==> src/hral_pkg.sv <==
package hral_pkg;
    // channel and history geometry
    localparam int NCH = 4;
    localparam int CH_W = 2;
    localparam int MA_CNT = 8;
    localparam int MA_W = 3;
    localparam int RES_W = 16;
    localparam int THR_W = 16;
    localparam int NUM_W = 32;
    // thresholds in units of 0.01 %
    localparam logic [THR_W-1:0] WARN_RST = 16'h012c;
    localparam logic [THR_W-1:0] CRIT_RST = 16'h01f4;
    localparam logic [THR_W-1:0] SUD_RST = 16'h09c4;
    localparam logic [15:0] PCT_SCALE = 16'h2710;
    localparam logic [15:0] RATE_MAX = 16'h7fff;
    localparam logic [5:0] DIV_STEPS = 6'h20;
    // alarm bit layout, three bits per channel
    localparam int AL_WARN = 0;
    localparam int AL_CRIT = 1;
    localparam int AL_SUD = 2;
    localparam int AL_PER_CH = 3;
    localparam int AL_W = 12;
    // register byte offsets
    localparam int ADDR_W = 8;
    localparam logic [ADDR_W-1:0] OFF_ALARM = 8'h00;
    localparam logic [ADDR_W-1:0] OFF_CANCEL = 8'h04;
    localparam logic [ADDR_W-1:0] OFF_IRQ_STAT = 8'h08;
    localparam logic [ADDR_W-1:0] OFF_IRQ_MASK = 8'h0c;
    localparam logic [ADDR_W-1:0] OFF_LEVEL = 8'h10;
    localparam logic [ADDR_W-1:0] OFF_WARN = 8'h20;
    localparam logic [ADDR_W-1:0] OFF_CRIT = 8'h30;
    localparam logic [ADDR_W-1:0] OFF_SUD = 8'h40;
    localparam logic [ADDR_W-1:0] OFF_RATE = 8'h50;
    localparam int CANCEL_BIT = 0;
    localparam int LVL_WARN_BIT = 0;
    localparam int LVL_CRIT_BIT = 1;

    typedef struct packed {
        logic valid;
        logic [CH_W-1:0] ch;
        logic [RES_W-1:0] res;
        logic signed [15:0] ref_rate;
        logic stabilized_flag;
        logic waiting;
        logic ref_reg;
        logic calc_ok;
    } hral_smp_s;

    typedef struct packed {
        logic [RES_W-1:0] res;
        logic stabilized_flag;
        logic ok;
    } hral_hent_s;

    typedef struct packed {
        logic cyc;
        logic stb;
        logic we;
        logic [ADDR_W-1:0] adr;
        logic [3:0] sel;
        logic [31:0] dat;
    } hral_wbreq_s;

    typedef enum logic [1:0] {
        ST_IDLE = 2'b00,
        ST_DIV = 2'b01,
        ST_DONE = 2'b10
    } hral_state_e;
endpackage : hral_pkg

==> src/hral_hist.sv <==
`timescale 1ns/1ns
module hral_hist (
    // clock and reset
    input wire logic i_mclk,
    input wire logic i_rstn,
    // sample push
    input wire logic i_push,
    input wire hral_pkg::hral_hent_s i_ent,
    // oldest entry and its validity
    output hral_pkg::hral_hent_s o_old,
    output logic o_full,
    output logic o_newer_ok
);
    import hral_pkg::*;

    hral_hent_s ent_reg [MA_CNT];
    logic [MA_W-1:0] wr_ptr_reg;
    logic [MA_W:0] cnt_reg;

    always_ff @(posedge i_mclk) begin
        if (!i_rstn) begin
            wr_ptr_reg <= '0;
            cnt_reg <= '0;
        end else if (i_push) begin
            wr_ptr_reg <= wr_ptr_reg + 1'b1;
            if (cnt_reg != (MA_W+1)'(MA_CNT)) begin
                cnt_reg <= cnt_reg + 1'b1;
            end
        end
    end

    always_ff @(posedge i_mclk) begin
        if (!i_rstn) begin
            for (int k = 0; k < MA_CNT; k++) begin
                ent_reg[k] <= '0;
            end
        end else if (i_push) begin
            ent_reg[wr_ptr_reg] <= i_ent;
        end
    end

    // slot about to be overwritten is one averaging count back
    assign o_old = ent_reg[wr_ptr_reg];
    assign o_full = (cnt_reg == (MA_W+1)'(MA_CNT));

    always_comb begin
        o_newer_ok = 1'b1;
        for (int k = 0; k < MA_CNT; k++) begin
            if (MA_W'(k) != wr_ptr_reg && !ent_reg[k].ok) begin
                o_newer_ok = 1'b0;
            end
        end
    end
endmodule : hral_hist

==> src/hral_div.sv <==
`timescale 1ns/1ns
module hral_div (
    // clock and reset
    input wire logic i_mclk,
    input wire logic i_rstn,
    // operands
    input wire logic i_start,
    input wire logic [hral_pkg::NUM_W-1:0] i_num,
    input wire logic [hral_pkg::RES_W-1:0] i_den,
    // result
    output logic o_done,
    output logic [hral_pkg::NUM_W-1:0] o_quo
);
    import hral_pkg::*;

    logic [NUM_W-1:0] num_reg;
    logic [RES_W:0] rem_reg;
    logic [RES_W-1:0] den_reg;
    logic [5:0] step_reg;
    logic [RES_W:0] rem_sh;

    assign rem_sh = {rem_reg[RES_W-1:0], num_reg[NUM_W-1]};

    // restoring division, one quotient bit per cycle
    always_ff @(posedge i_mclk) begin
        if (!i_rstn) begin
            num_reg <= '0;
            rem_reg <= '0;
            den_reg <= '0;
            step_reg <= '0;
            o_done <= 1'b0;
        end else begin
            o_done <= 1'b0;
            if (i_start) begin
                num_reg <= i_num;
                rem_reg <= '0;
                den_reg <= i_den;
                step_reg <= DIV_STEPS;
            end else if (step_reg != '0) begin
                step_reg <= step_reg - 1'b1;
                if (rem_sh >= {1'b0, den_reg}) begin
                    rem_reg <= rem_sh - {1'b0, den_reg};
                    num_reg <= {num_reg[NUM_W-2:0], 1'b1};
                end else begin
                    rem_reg <= rem_sh;
                    num_reg <= {num_reg[NUM_W-2:0], 1'b0};
                end
                if (step_reg == 6'h01) begin
                    o_done <= 1'b1;
                end
            end
        end
    end

    assign o_quo = num_reg;
endmodule : hral_div

==> src/hral_alarm.sv <==
`timescale 1ns/1ns
module hral_alarm (
    // clock and reset
    input wire logic i_mclk,
    input wire logic i_rstn,
    // wishbone slave
    input wire hral_pkg::hral_wbreq_s i_wb,
    output logic [31:0] o_wb_dat,
    output logic o_wb_ack,
    // measurement samples
    input wire hral_pkg::hral_smp_s i_smp,
    output logic o_smp_ready,
    // alarm outputs
    output logic [hral_pkg::AL_W-1:0] o_alarm,
    output logic o_warn_lvl,
    output logic o_crit_lvl,
    output logic o_irq
);
    import hral_pkg::*;

    ////////////////////////////////////////////////////////////////////
    // decode helpers
    function automatic logic bank_hit(input logic [ADDR_W-1:0] adr,
                                      input logic [ADDR_W-1:0] base);
        return adr[ADDR_W-1:CH_W+2] == base[ADDR_W-1:CH_W+2];
    endfunction : bank_hit

    function automatic logic [CH_W-1:0] bank_ch(
        input logic [ADDR_W-1:0] adr);
        return adr[CH_W+1:2];
    endfunction : bank_ch

    function automatic logic [THR_W-1:0] lane_wr(
        input logic [THR_W-1:0] old, input logic [31:0] dat,
        input logic [3:0] sel);
        logic [THR_W-1:0] v;
        v = old;
        if (sel[0]) begin
            v[7:0] = dat[7:0];
        end
        if (sel[1]) begin
            v[15:8] = dat[15:8];
        end
        return v;
    endfunction : lane_wr

    ////////////////////////////////////////////////////////////////////
    // state
    hral_state_e state_reg;
    hral_smp_s cap_reg;
    logic [THR_W-1:0] warn_reg [NCH];
    logic [THR_W-1:0] crit_reg [NCH];
    logic [THR_W-1:0] sud_reg [NCH];
    logic [15:0] rate_reg [NCH];
    logic rate_neg_reg;
    logic [AL_W-1:0] alarm_reg;
    logic [AL_W-1:0] irq_stat_reg;
    logic [AL_W-1:0] irq_mask_reg;
    logic [AL_W-1:0] set_vec;
    logic [AL_W-1:0] alarm_next;
    logic [AL_W-1:0] irq_stat_next;
    logic wb_go;
    logic wb_wr;
    logic accept;
    logic sud_go;
    logic div_done;
    logic [NUM_W-1:0] div_quo;
    logic [NUM_W-1:0] div_num;
    logic [RES_W-1:0] diff;
    logic cur_ge;
    logic [15:0] quo_sat;
    hral_hent_s old_ent [NCH];
    logic [NCH-1:0] full_vec;
    logic [NCH-1:0] newer_ok_vec;
    hral_hent_s cur_ent;
    hral_hent_s sel_old;

    assign wb_go = i_wb.cyc && i_wb.stb && !o_wb_ack;
    assign wb_wr = i_wb.cyc && i_wb.stb && i_wb.we && o_wb_ack;
    assign accept = i_smp.valid && o_smp_ready;

    ////////////////////////////////////////////////////////////////////
    // per-channel history
    assign cur_ent.res = i_smp.res;
    assign cur_ent.stabilized_flag = i_smp.stabilized_flag;
    assign cur_ent.ok = i_smp.calc_ok;

    for (genvar c = 0; c < NCH; c++) begin : g_hist
        hral_hist u_hist (
            .i_mclk(i_mclk),
            .i_rstn(i_rstn),
            .i_push(accept && i_smp.ch == CH_W'(c)),
            .i_ent(cur_ent),
            .o_old(old_ent[c]),
            .o_full(full_vec[c]),
            .o_newer_ok(newer_ok_vec[c])
        );
    end

    assign sel_old = old_ent[i_smp.ch];

    // earlier sample lies exactly one averaging count back
    always_comb begin
        sud_go = full_vec[i_smp.ch]
            && sel_old.stabilized_flag
            && newer_ok_vec[i_smp.ch] && i_smp.calc_ok
            && (i_smp.stabilized_flag || i_smp.waiting)
            && sel_old.res != '0;
    end

    ////////////////////////////////////////////////////////////////////
    // change-rate arithmetic
    assign cur_ge = i_smp.res >= sel_old.res;
    assign diff = cur_ge ? i_smp.res - sel_old.res
                         : sel_old.res - i_smp.res;
    assign div_num = NUM_W'(diff) * NUM_W'(PCT_SCALE);
    assign quo_sat = (div_quo > NUM_W'(RATE_MAX)) ? RATE_MAX
                                                  : div_quo[15:0];

    hral_div u_div (
        .i_mclk(i_mclk),
        .i_rstn(i_rstn),
        .i_start(accept && sud_go),
        .i_num(div_num),
        .i_den(sel_old.res),
        .o_done(div_done),
        .o_quo(div_quo)
    );

    ////////////////////////////////////////////////////////////////////
    // sample sequencing, one sample in flight
    always_ff @(posedge i_mclk) begin
        if (!i_rstn) begin
            state_reg <= ST_IDLE;
            cap_reg <= '0;
            rate_neg_reg <= 1'b0;
            o_smp_ready <= 1'b0;
        end else begin
            case (state_reg)
                ST_IDLE: begin
                    o_smp_ready <= 1'b1;
                    if (accept) begin
                        cap_reg <= i_smp;
                        rate_neg_reg <= !cur_ge;
                        if (sud_go) begin
                            state_reg <= ST_DIV;
                            o_smp_ready <= 1'b0;
                        end
                    end
                end
                ST_DIV: begin
                    if (div_done) begin
                        state_reg <= ST_DONE;
                    end
                end
                ST_DONE: begin
                    state_reg <= ST_IDLE;
                    o_smp_ready <= 1'b1;
                end
                default: begin
                    state_reg <= ST_IDLE;
                    o_smp_ready <= 1'b0;
                end
            endcase
        end
    end

    // last rate, two's complement in 0.01 %, host-only readback
    always_ff @(posedge i_mclk) begin
        if (!i_rstn) begin
            for (int c = 0; c < NCH; c++) begin
                rate_reg[c] <= '0;
            end
        end else if (state_reg == ST_DIV && div_done) begin
            rate_reg[cap_reg.ch] <= rate_neg_reg ? 16'(-quo_sat)
                                                 : quo_sat;
        end
    end

    ////////////////////////////////////////////////////////////////////
    // alarm decisions
    always_comb begin
        set_vec = '0;
        if (accept && i_smp.stabilized_flag
            && i_smp.ref_reg && !i_smp.ref_rate[15]) begin
            if (16'(i_smp.ref_rate) > warn_reg[i_smp.ch]) begin
                set_vec[i_smp.ch*AL_PER_CH + AL_WARN] = 1'b1;
            end
            if (16'(i_smp.ref_rate) > crit_reg[i_smp.ch]) begin
                set_vec[i_smp.ch*AL_PER_CH + AL_CRIT] = 1'b1;
            end
        end
        if (state_reg == ST_DIV && div_done && !rate_neg_reg
            && quo_sat > sud_reg[cap_reg.ch]) begin
            set_vec[cap_reg.ch*AL_PER_CH + AL_SUD] = 1'b1;
        end
    end

    // a set in the cancel cycle wins
    always_comb begin
        alarm_next = alarm_reg;
        if (wb_wr && i_wb.adr == OFF_CANCEL && i_wb.sel[0]
            && i_wb.dat[CANCEL_BIT]) begin
            alarm_next = '0;
        end
        alarm_next = alarm_next | set_vec;
    end

    always_comb begin
        irq_stat_next = irq_stat_reg;
        if (wb_wr && i_wb.adr == OFF_IRQ_STAT) begin
            irq_stat_next = irq_stat_reg & ~i_wb.dat[AL_W-1:0];
        end
        irq_stat_next = irq_stat_next | set_vec;
    end

    always_ff @(posedge i_mclk) begin
        if (!i_rstn) begin
            alarm_reg <= '0;
            irq_stat_reg <= '0;
        end else begin
            alarm_reg <= alarm_next;
            irq_stat_reg <= irq_stat_next;
        end
    end

    // output level classes
    always_ff @(posedge i_mclk) begin
        if (!i_rstn) begin
            o_warn_lvl <= 1'b0;
            o_crit_lvl <= 1'b0;
            o_alarm <= '0;
            o_irq <= 1'b0;
        end else begin
            o_warn_lvl <= 1'b0;
            o_crit_lvl <= 1'b0;
            for (int c = 0; c < NCH; c++) begin
                if (alarm_reg[c*AL_PER_CH + AL_WARN]
                    || alarm_reg[c*AL_PER_CH + AL_SUD]) begin
                    o_warn_lvl <= 1'b1;
                end
                if (alarm_reg[c*AL_PER_CH + AL_CRIT]) begin
                    o_crit_lvl <= 1'b1;
                end
            end
            o_alarm <= alarm_reg;
            o_irq <= |(irq_stat_reg & irq_mask_reg);
        end
    end

    ////////////////////////////////////////////////////////////////////
    // register writes
    always_ff @(posedge i_mclk) begin
        if (!i_rstn) begin
            irq_mask_reg <= '0;
            for (int c = 0; c < NCH; c++) begin
                warn_reg[c] <= WARN_RST;
                crit_reg[c] <= CRIT_RST;
                sud_reg[c] <= SUD_RST;
            end
        end else if (wb_wr) begin
            if (i_wb.adr == OFF_IRQ_MASK) begin
                if (i_wb.sel[0]) begin
                    irq_mask_reg[7:0] <= i_wb.dat[7:0];
                end
                if (i_wb.sel[1]) begin
                    irq_mask_reg[AL_W-1:8] <= i_wb.dat[AL_W-1:8];
                end
            end
            if (bank_hit(i_wb.adr, OFF_WARN)) begin
                warn_reg[bank_ch(i_wb.adr)] <= lane_wr(
                    warn_reg[bank_ch(i_wb.adr)], i_wb.dat, i_wb.sel);
            end
            if (bank_hit(i_wb.adr, OFF_CRIT)) begin
                crit_reg[bank_ch(i_wb.adr)] <= lane_wr(
                    crit_reg[bank_ch(i_wb.adr)], i_wb.dat, i_wb.sel);
            end
            if (bank_hit(i_wb.adr, OFF_SUD)) begin
                sud_reg[bank_ch(i_wb.adr)] <= lane_wr(
                    sud_reg[bank_ch(i_wb.adr)], i_wb.dat, i_wb.sel);
            end
        end
    end

    ////////////////////////////////////////////////////////////////////
    // read path and acknowledge
    always_ff @(posedge i_mclk) begin
        if (!i_rstn) begin
            o_wb_ack <= 1'b0;
            o_wb_dat <= '0;
        end else begin
            o_wb_ack <= wb_go;
            o_wb_dat <= '0;
            if (wb_go && !i_wb.we) begin
                if (i_wb.adr == OFF_ALARM) begin
                    o_wb_dat <= 32'(alarm_reg);
                end
                if (i_wb.adr == OFF_IRQ_STAT) begin
                    o_wb_dat <= 32'(irq_stat_reg);
                end
                if (i_wb.adr == OFF_IRQ_MASK) begin
                    o_wb_dat <= 32'(irq_mask_reg);
                end
                if (i_wb.adr == OFF_LEVEL) begin
                    o_wb_dat[LVL_WARN_BIT] <= o_warn_lvl;
                    o_wb_dat[LVL_CRIT_BIT] <= o_crit_lvl;
                end
                if (bank_hit(i_wb.adr, OFF_WARN)) begin
                    o_wb_dat <= 32'(warn_reg[bank_ch(i_wb.adr)]);
                end
                if (bank_hit(i_wb.adr, OFF_CRIT)) begin
                    o_wb_dat <= 32'(crit_reg[bank_ch(i_wb.adr)]);
                end
                if (bank_hit(i_wb.adr, OFF_SUD)) begin
                    o_wb_dat <= 32'(sud_reg[bank_ch(i_wb.adr)]);
                end
                if (bank_hit(i_wb.adr, OFF_RATE)) begin
                    o_wb_dat <= 32'(rate_reg[bank_ch(i_wb.adr)]);
                end
            end
        end
    end
endmodule : hral_alarm

==> config.mk <==
export PLATFORM = sky130hd
export DESIGN_NAME = hral_alarm
export DESIGN_NICKNAME = d
export VERILOG_FILES = /design/src/hral_pkg.sv /design/src/hral_hist.sv /design/src/hral_div.sv /design/src/hral_alarm.sv
export SDC_FILE = /design/constraint.sdc
export NUM_CORES = 2
export LEC_CHECK = 0
export ABC_AREA = 0
export BUFFER_PORTS_ARGS = -buffer_cell sky130_fd_sc_hd__clkbuf_2
export CELL_PAD_IN_SITES_DETAIL_PLACEMENT = 1
export CELL_PAD_IN_SITES_GLOBAL_PLACEMENT = 1
export CORE_MARGIN = 5
export CORE_UTILIZATION = 47
export CTS_BUF_LIST = sky130_fd_sc_hd__clkbuf_16
export DETAILED_ROUTE_END_ITERATION = 7
export HOLD_SLACK_MARGIN = 0.03
export MAX_ROUTING_LAYER = met4
export PLACE_DENSITY = 0.79
export SYNTH_ARGS = -nofsm -noshare
export SYNTH_HDL_FRONTEND = slang
export SYNTH_SLANG_ARGS = --single-unit
==> constraint.sdc <==
create_clock -name i_mclk -period 8.69 [get_ports i_mclk]
set_input_delay 0.869 -clock i_mclk [delete_from_list [all_inputs] [get_ports i_mclk]]
set_output_delay 0.869 -clock i_mclk [all_outputs]
set_load 0.01 [all_outputs]
==> flow_summary.json <==
{
  "synth_compound_area_frac": 0.06376,
  "synth_fa_ha_area_frac": 0.06134,
  "h-tree-depth": 3,
  "postSynthCellCount": 4485,
  "reg2reg_slack_ps": 310,
  "fmax_mhz": 119.4,
  "slowest_stage": "mux4_2",
  "clk_path_buf_depth": 3,
  "rows": 124,
  "ir_drop_uv": 1185,
  "final_area_um2": 60300,
  "critPathBufInv": 9,
  "die_x_um": 347.9,
  "drc": 0,
  "ys_top_cells_by_area": "edfxtp_1 (47%), mux4_2 (8.8%), dfxtp_1 (7.0%)",
  "cp_top_family": "adder cells",
  "ant_nets": 0,
  "async_flop_share": 0,
  "worstSetupPathType": "register to register",
  "clock_latency_ps": 720,
  "clock_sinks": 1019,
  "power_density_nw_per_um2": 365.3,
  "p_leak_nw": 22.47,
  "area_growth_pct": 12.39,
  "maxSlewViolCount": 0,
  "synth-edff-count": 832,
  "finalCritPeriodShare": 0.9639,
  "drt-initial-drc-count": 3882,
  "synth_area_per_cell_um2": 11.96,
  "hold_class": "input port to register",
  "syn-cell-area_um2": 53650,
  "grt_pass1_vias": 41747,
  "cts_inserted_buffers": 108,
  "track_usage": 0.2884,
  "cp_data_arrival_time_ps": 9000,
  "status": "completed",
  "place_area_um2": 56810,
  "max_stage_delay_ps": 560,
  "vias": 39263,
  "synthSimpleGateAreaFrac": 0.1586,
  "endpoint_kind": "register",
  "synthFlopType": "edfxtp_1",
  "synth_xor_area_frac": 0.01404,
  "cap_viol_max_count": 0,
  "cts_tree": "built",
  "crit_required_ps": 9320,
  "slew_headroom": 0.1516,
  "coreArea_um2": 113900,
  "muxShareOfSynthArea": 0.1190,
  "portBuffers": 102,
  "dieArea_um2": 121000,
  "ys_warn_count": 0,
  "fin_crit_ps": 8376,
  "vias_per_cell": 6.311,
  "grt_first_pass_wirelength_mm": 260.6,
  "grt_max_degree": 67,
  "yosysUniqueCellTypes": 77,
  "cts.clk_slew.worst_paths_ps": 60,
  "hold_start": "i_wb[46]",
  "final-setup-viol-count": 0,
  "place_worst_setup_slack_ps": -395.3,
  "yosys_register_bits": 1019,
  "dp_hpwl_mm": 115.6,
  "antenna_found_initial": 6,
  "drive_gt1_frac": 0.1974,
  "io_pins": 137,
  "grt_overflow": 0,
  "yosysTopAreaCell": "edfxtp_1",
  "finalHoldViolCount": 0,
  "synth_top_family_by_area": "simple AND/OR/NAND/NOR gates",
  "start_kind": "register",
  "synth.top_cell.area_share": 0.4657,
  "nNetsFinal": 4942,
  "yosysSeqAreaShare": 0.5355,
  "initial_core_util": 0.4711,
  "routabilityCongestion": 0.9002,
  "worstMarginPinSlew_ps": 1272,
  "wl_per_cell_um": 27.85,
  "timing.final.ws_setup_ps": 313.7,
  "dieHeight_um": 347.9,
  "drt-pass1-iter-count": 6,
  "worstPathMaxFanout": 8,
  "largest_register_ffs": 576,
  "design_power_total_mw": 22.03,
  "clock-root-buffer": "clkbuf_16",
  "wl_mm": 173.2,
  "fin_skew_ps": 25.61
}
==> metal layers <==
metal | up-vias | part of all wire | track usage
met3 | 454 | 0.081 | 0.04902
met2 | 1820 | 0.49 | 0.4732
met5 | - | 0 | -
met4 | 0 | 0.054 | 0.1293
li1 | 16977 | - | -
met1 | 20012 | 0.38 | 0.3526
==> worst paths after layout <==
check,depth (start not counted),to
worst max-delay path,36,u_div.o_quo[29]
worst min-delay path,3,o_wb_ack
worst max register to register,36,u_div.o_quo[29]
worst min register to register,2,u_div.rem_reg[15]
==> repair_timing <==
action,in CTS,in global routing
pin swaps,0,9
hold endpoints to repair,0,0
resized for setup,4,48
setup endpoints to repair,9,12
setup buffers,1,1
hold buffers,0,0
==> final cells by class <==
type / count / area [µm²]
Fill cell: 11672 / 53580
Sequential cell: 1019 / 28740
Multi-Input combinational cell: 2840 / 22680
Timing Repair Buffer: 388 / 2759
Clock buffer: 109 / 2728
Tap cell: 1512 / 1892
Inverter: 252 / 948.4
Clock inverter: 93 / 529.3
Antenna cell: 8 / 20.02
==> synth_stat cells (21+ instances only) <==
cell type    n
o22ai_1     36
xor2_1      33
or3_1       26
ha_1       215
mux2i_1     83
nand4_1     27
nor2b_1     58
a221oi_1    27
nor2_1     358
dfxtp_1    187
inv_1      243
and2_1     175
buf_4       21
nand2_1    257
clkbuf_1   319
mux2_2      73
o21ai_0     68
nand2b_1    56
nand3_1     64
a21oi_1     86
a211oi_1    40
a21o_1      48
nor3_1     264
fa_1        30
nor4_1     255
and3_1      38
a22oi_1     50
buf_1       32
xnor2_1     53
edfxtp_1   832
mux4_2     210
==> worst min-delay path: cells and delay by family <==
family        cells  cell delay, ps
buf+inv           1              90
simple gates      2             160
==> stage by stage <==
stage          std cells  hold WS, ps    util  setup TNS, ps
2_1_floorplan       4501        431.9       -              0
3_3_place_gp        6009        449.2  0.4989         -338.9
3_5_place_dp        6009        455.1  0.4989          -2827
4_1_cts             6212        438.1  0.5277              0
5_1_grt             6217        483.0  0.5294         -792.2
6_report            6221        457.6  0.5295              0
==> placed cells by master, fill, tap and decap left out, types with 27 or more instances in the layout <==
master and instances:
edfxtp_1 832, nor2_1 356, buf_4 278, inv_1 272
nor3_1 261, nor4_1 254, nand2_1 251, ha_1 215
mux4_2 210, dfxtp_1 182, and2_1 174, clkbuf_16 109
clkbuf_2 98, a21oi_1 81, mux2i_1 81, mux2_2 73
nand3_1 57, nand2b_1 56, nor2b_1 56, xnor2_1 53
a21o_1 48, a22oi_1 41, o21ai_0 41, a211oi_1 40
and3_1 38, o22ai_1 36, clkinv_1 34, xor2_1 33
fa_1 30, nand4_1 27
==> report_power, final <==
group          switching (mW)  leakage, nW  internal [mW]
registers               0.110         9.89           5.46
logic                    6.28         10.9           5.83
clock network            1.99         1.71           2.36
==> cell families after synthesis <==
logic type      after synthesis
compound gates              488
xor+xnor                     86
fa+ha+maj                   245
mux                         366
simple gates               1638
flops                      1019
buf+inv                     642
other cells                   1
Power figures use the tool's default switching activity.
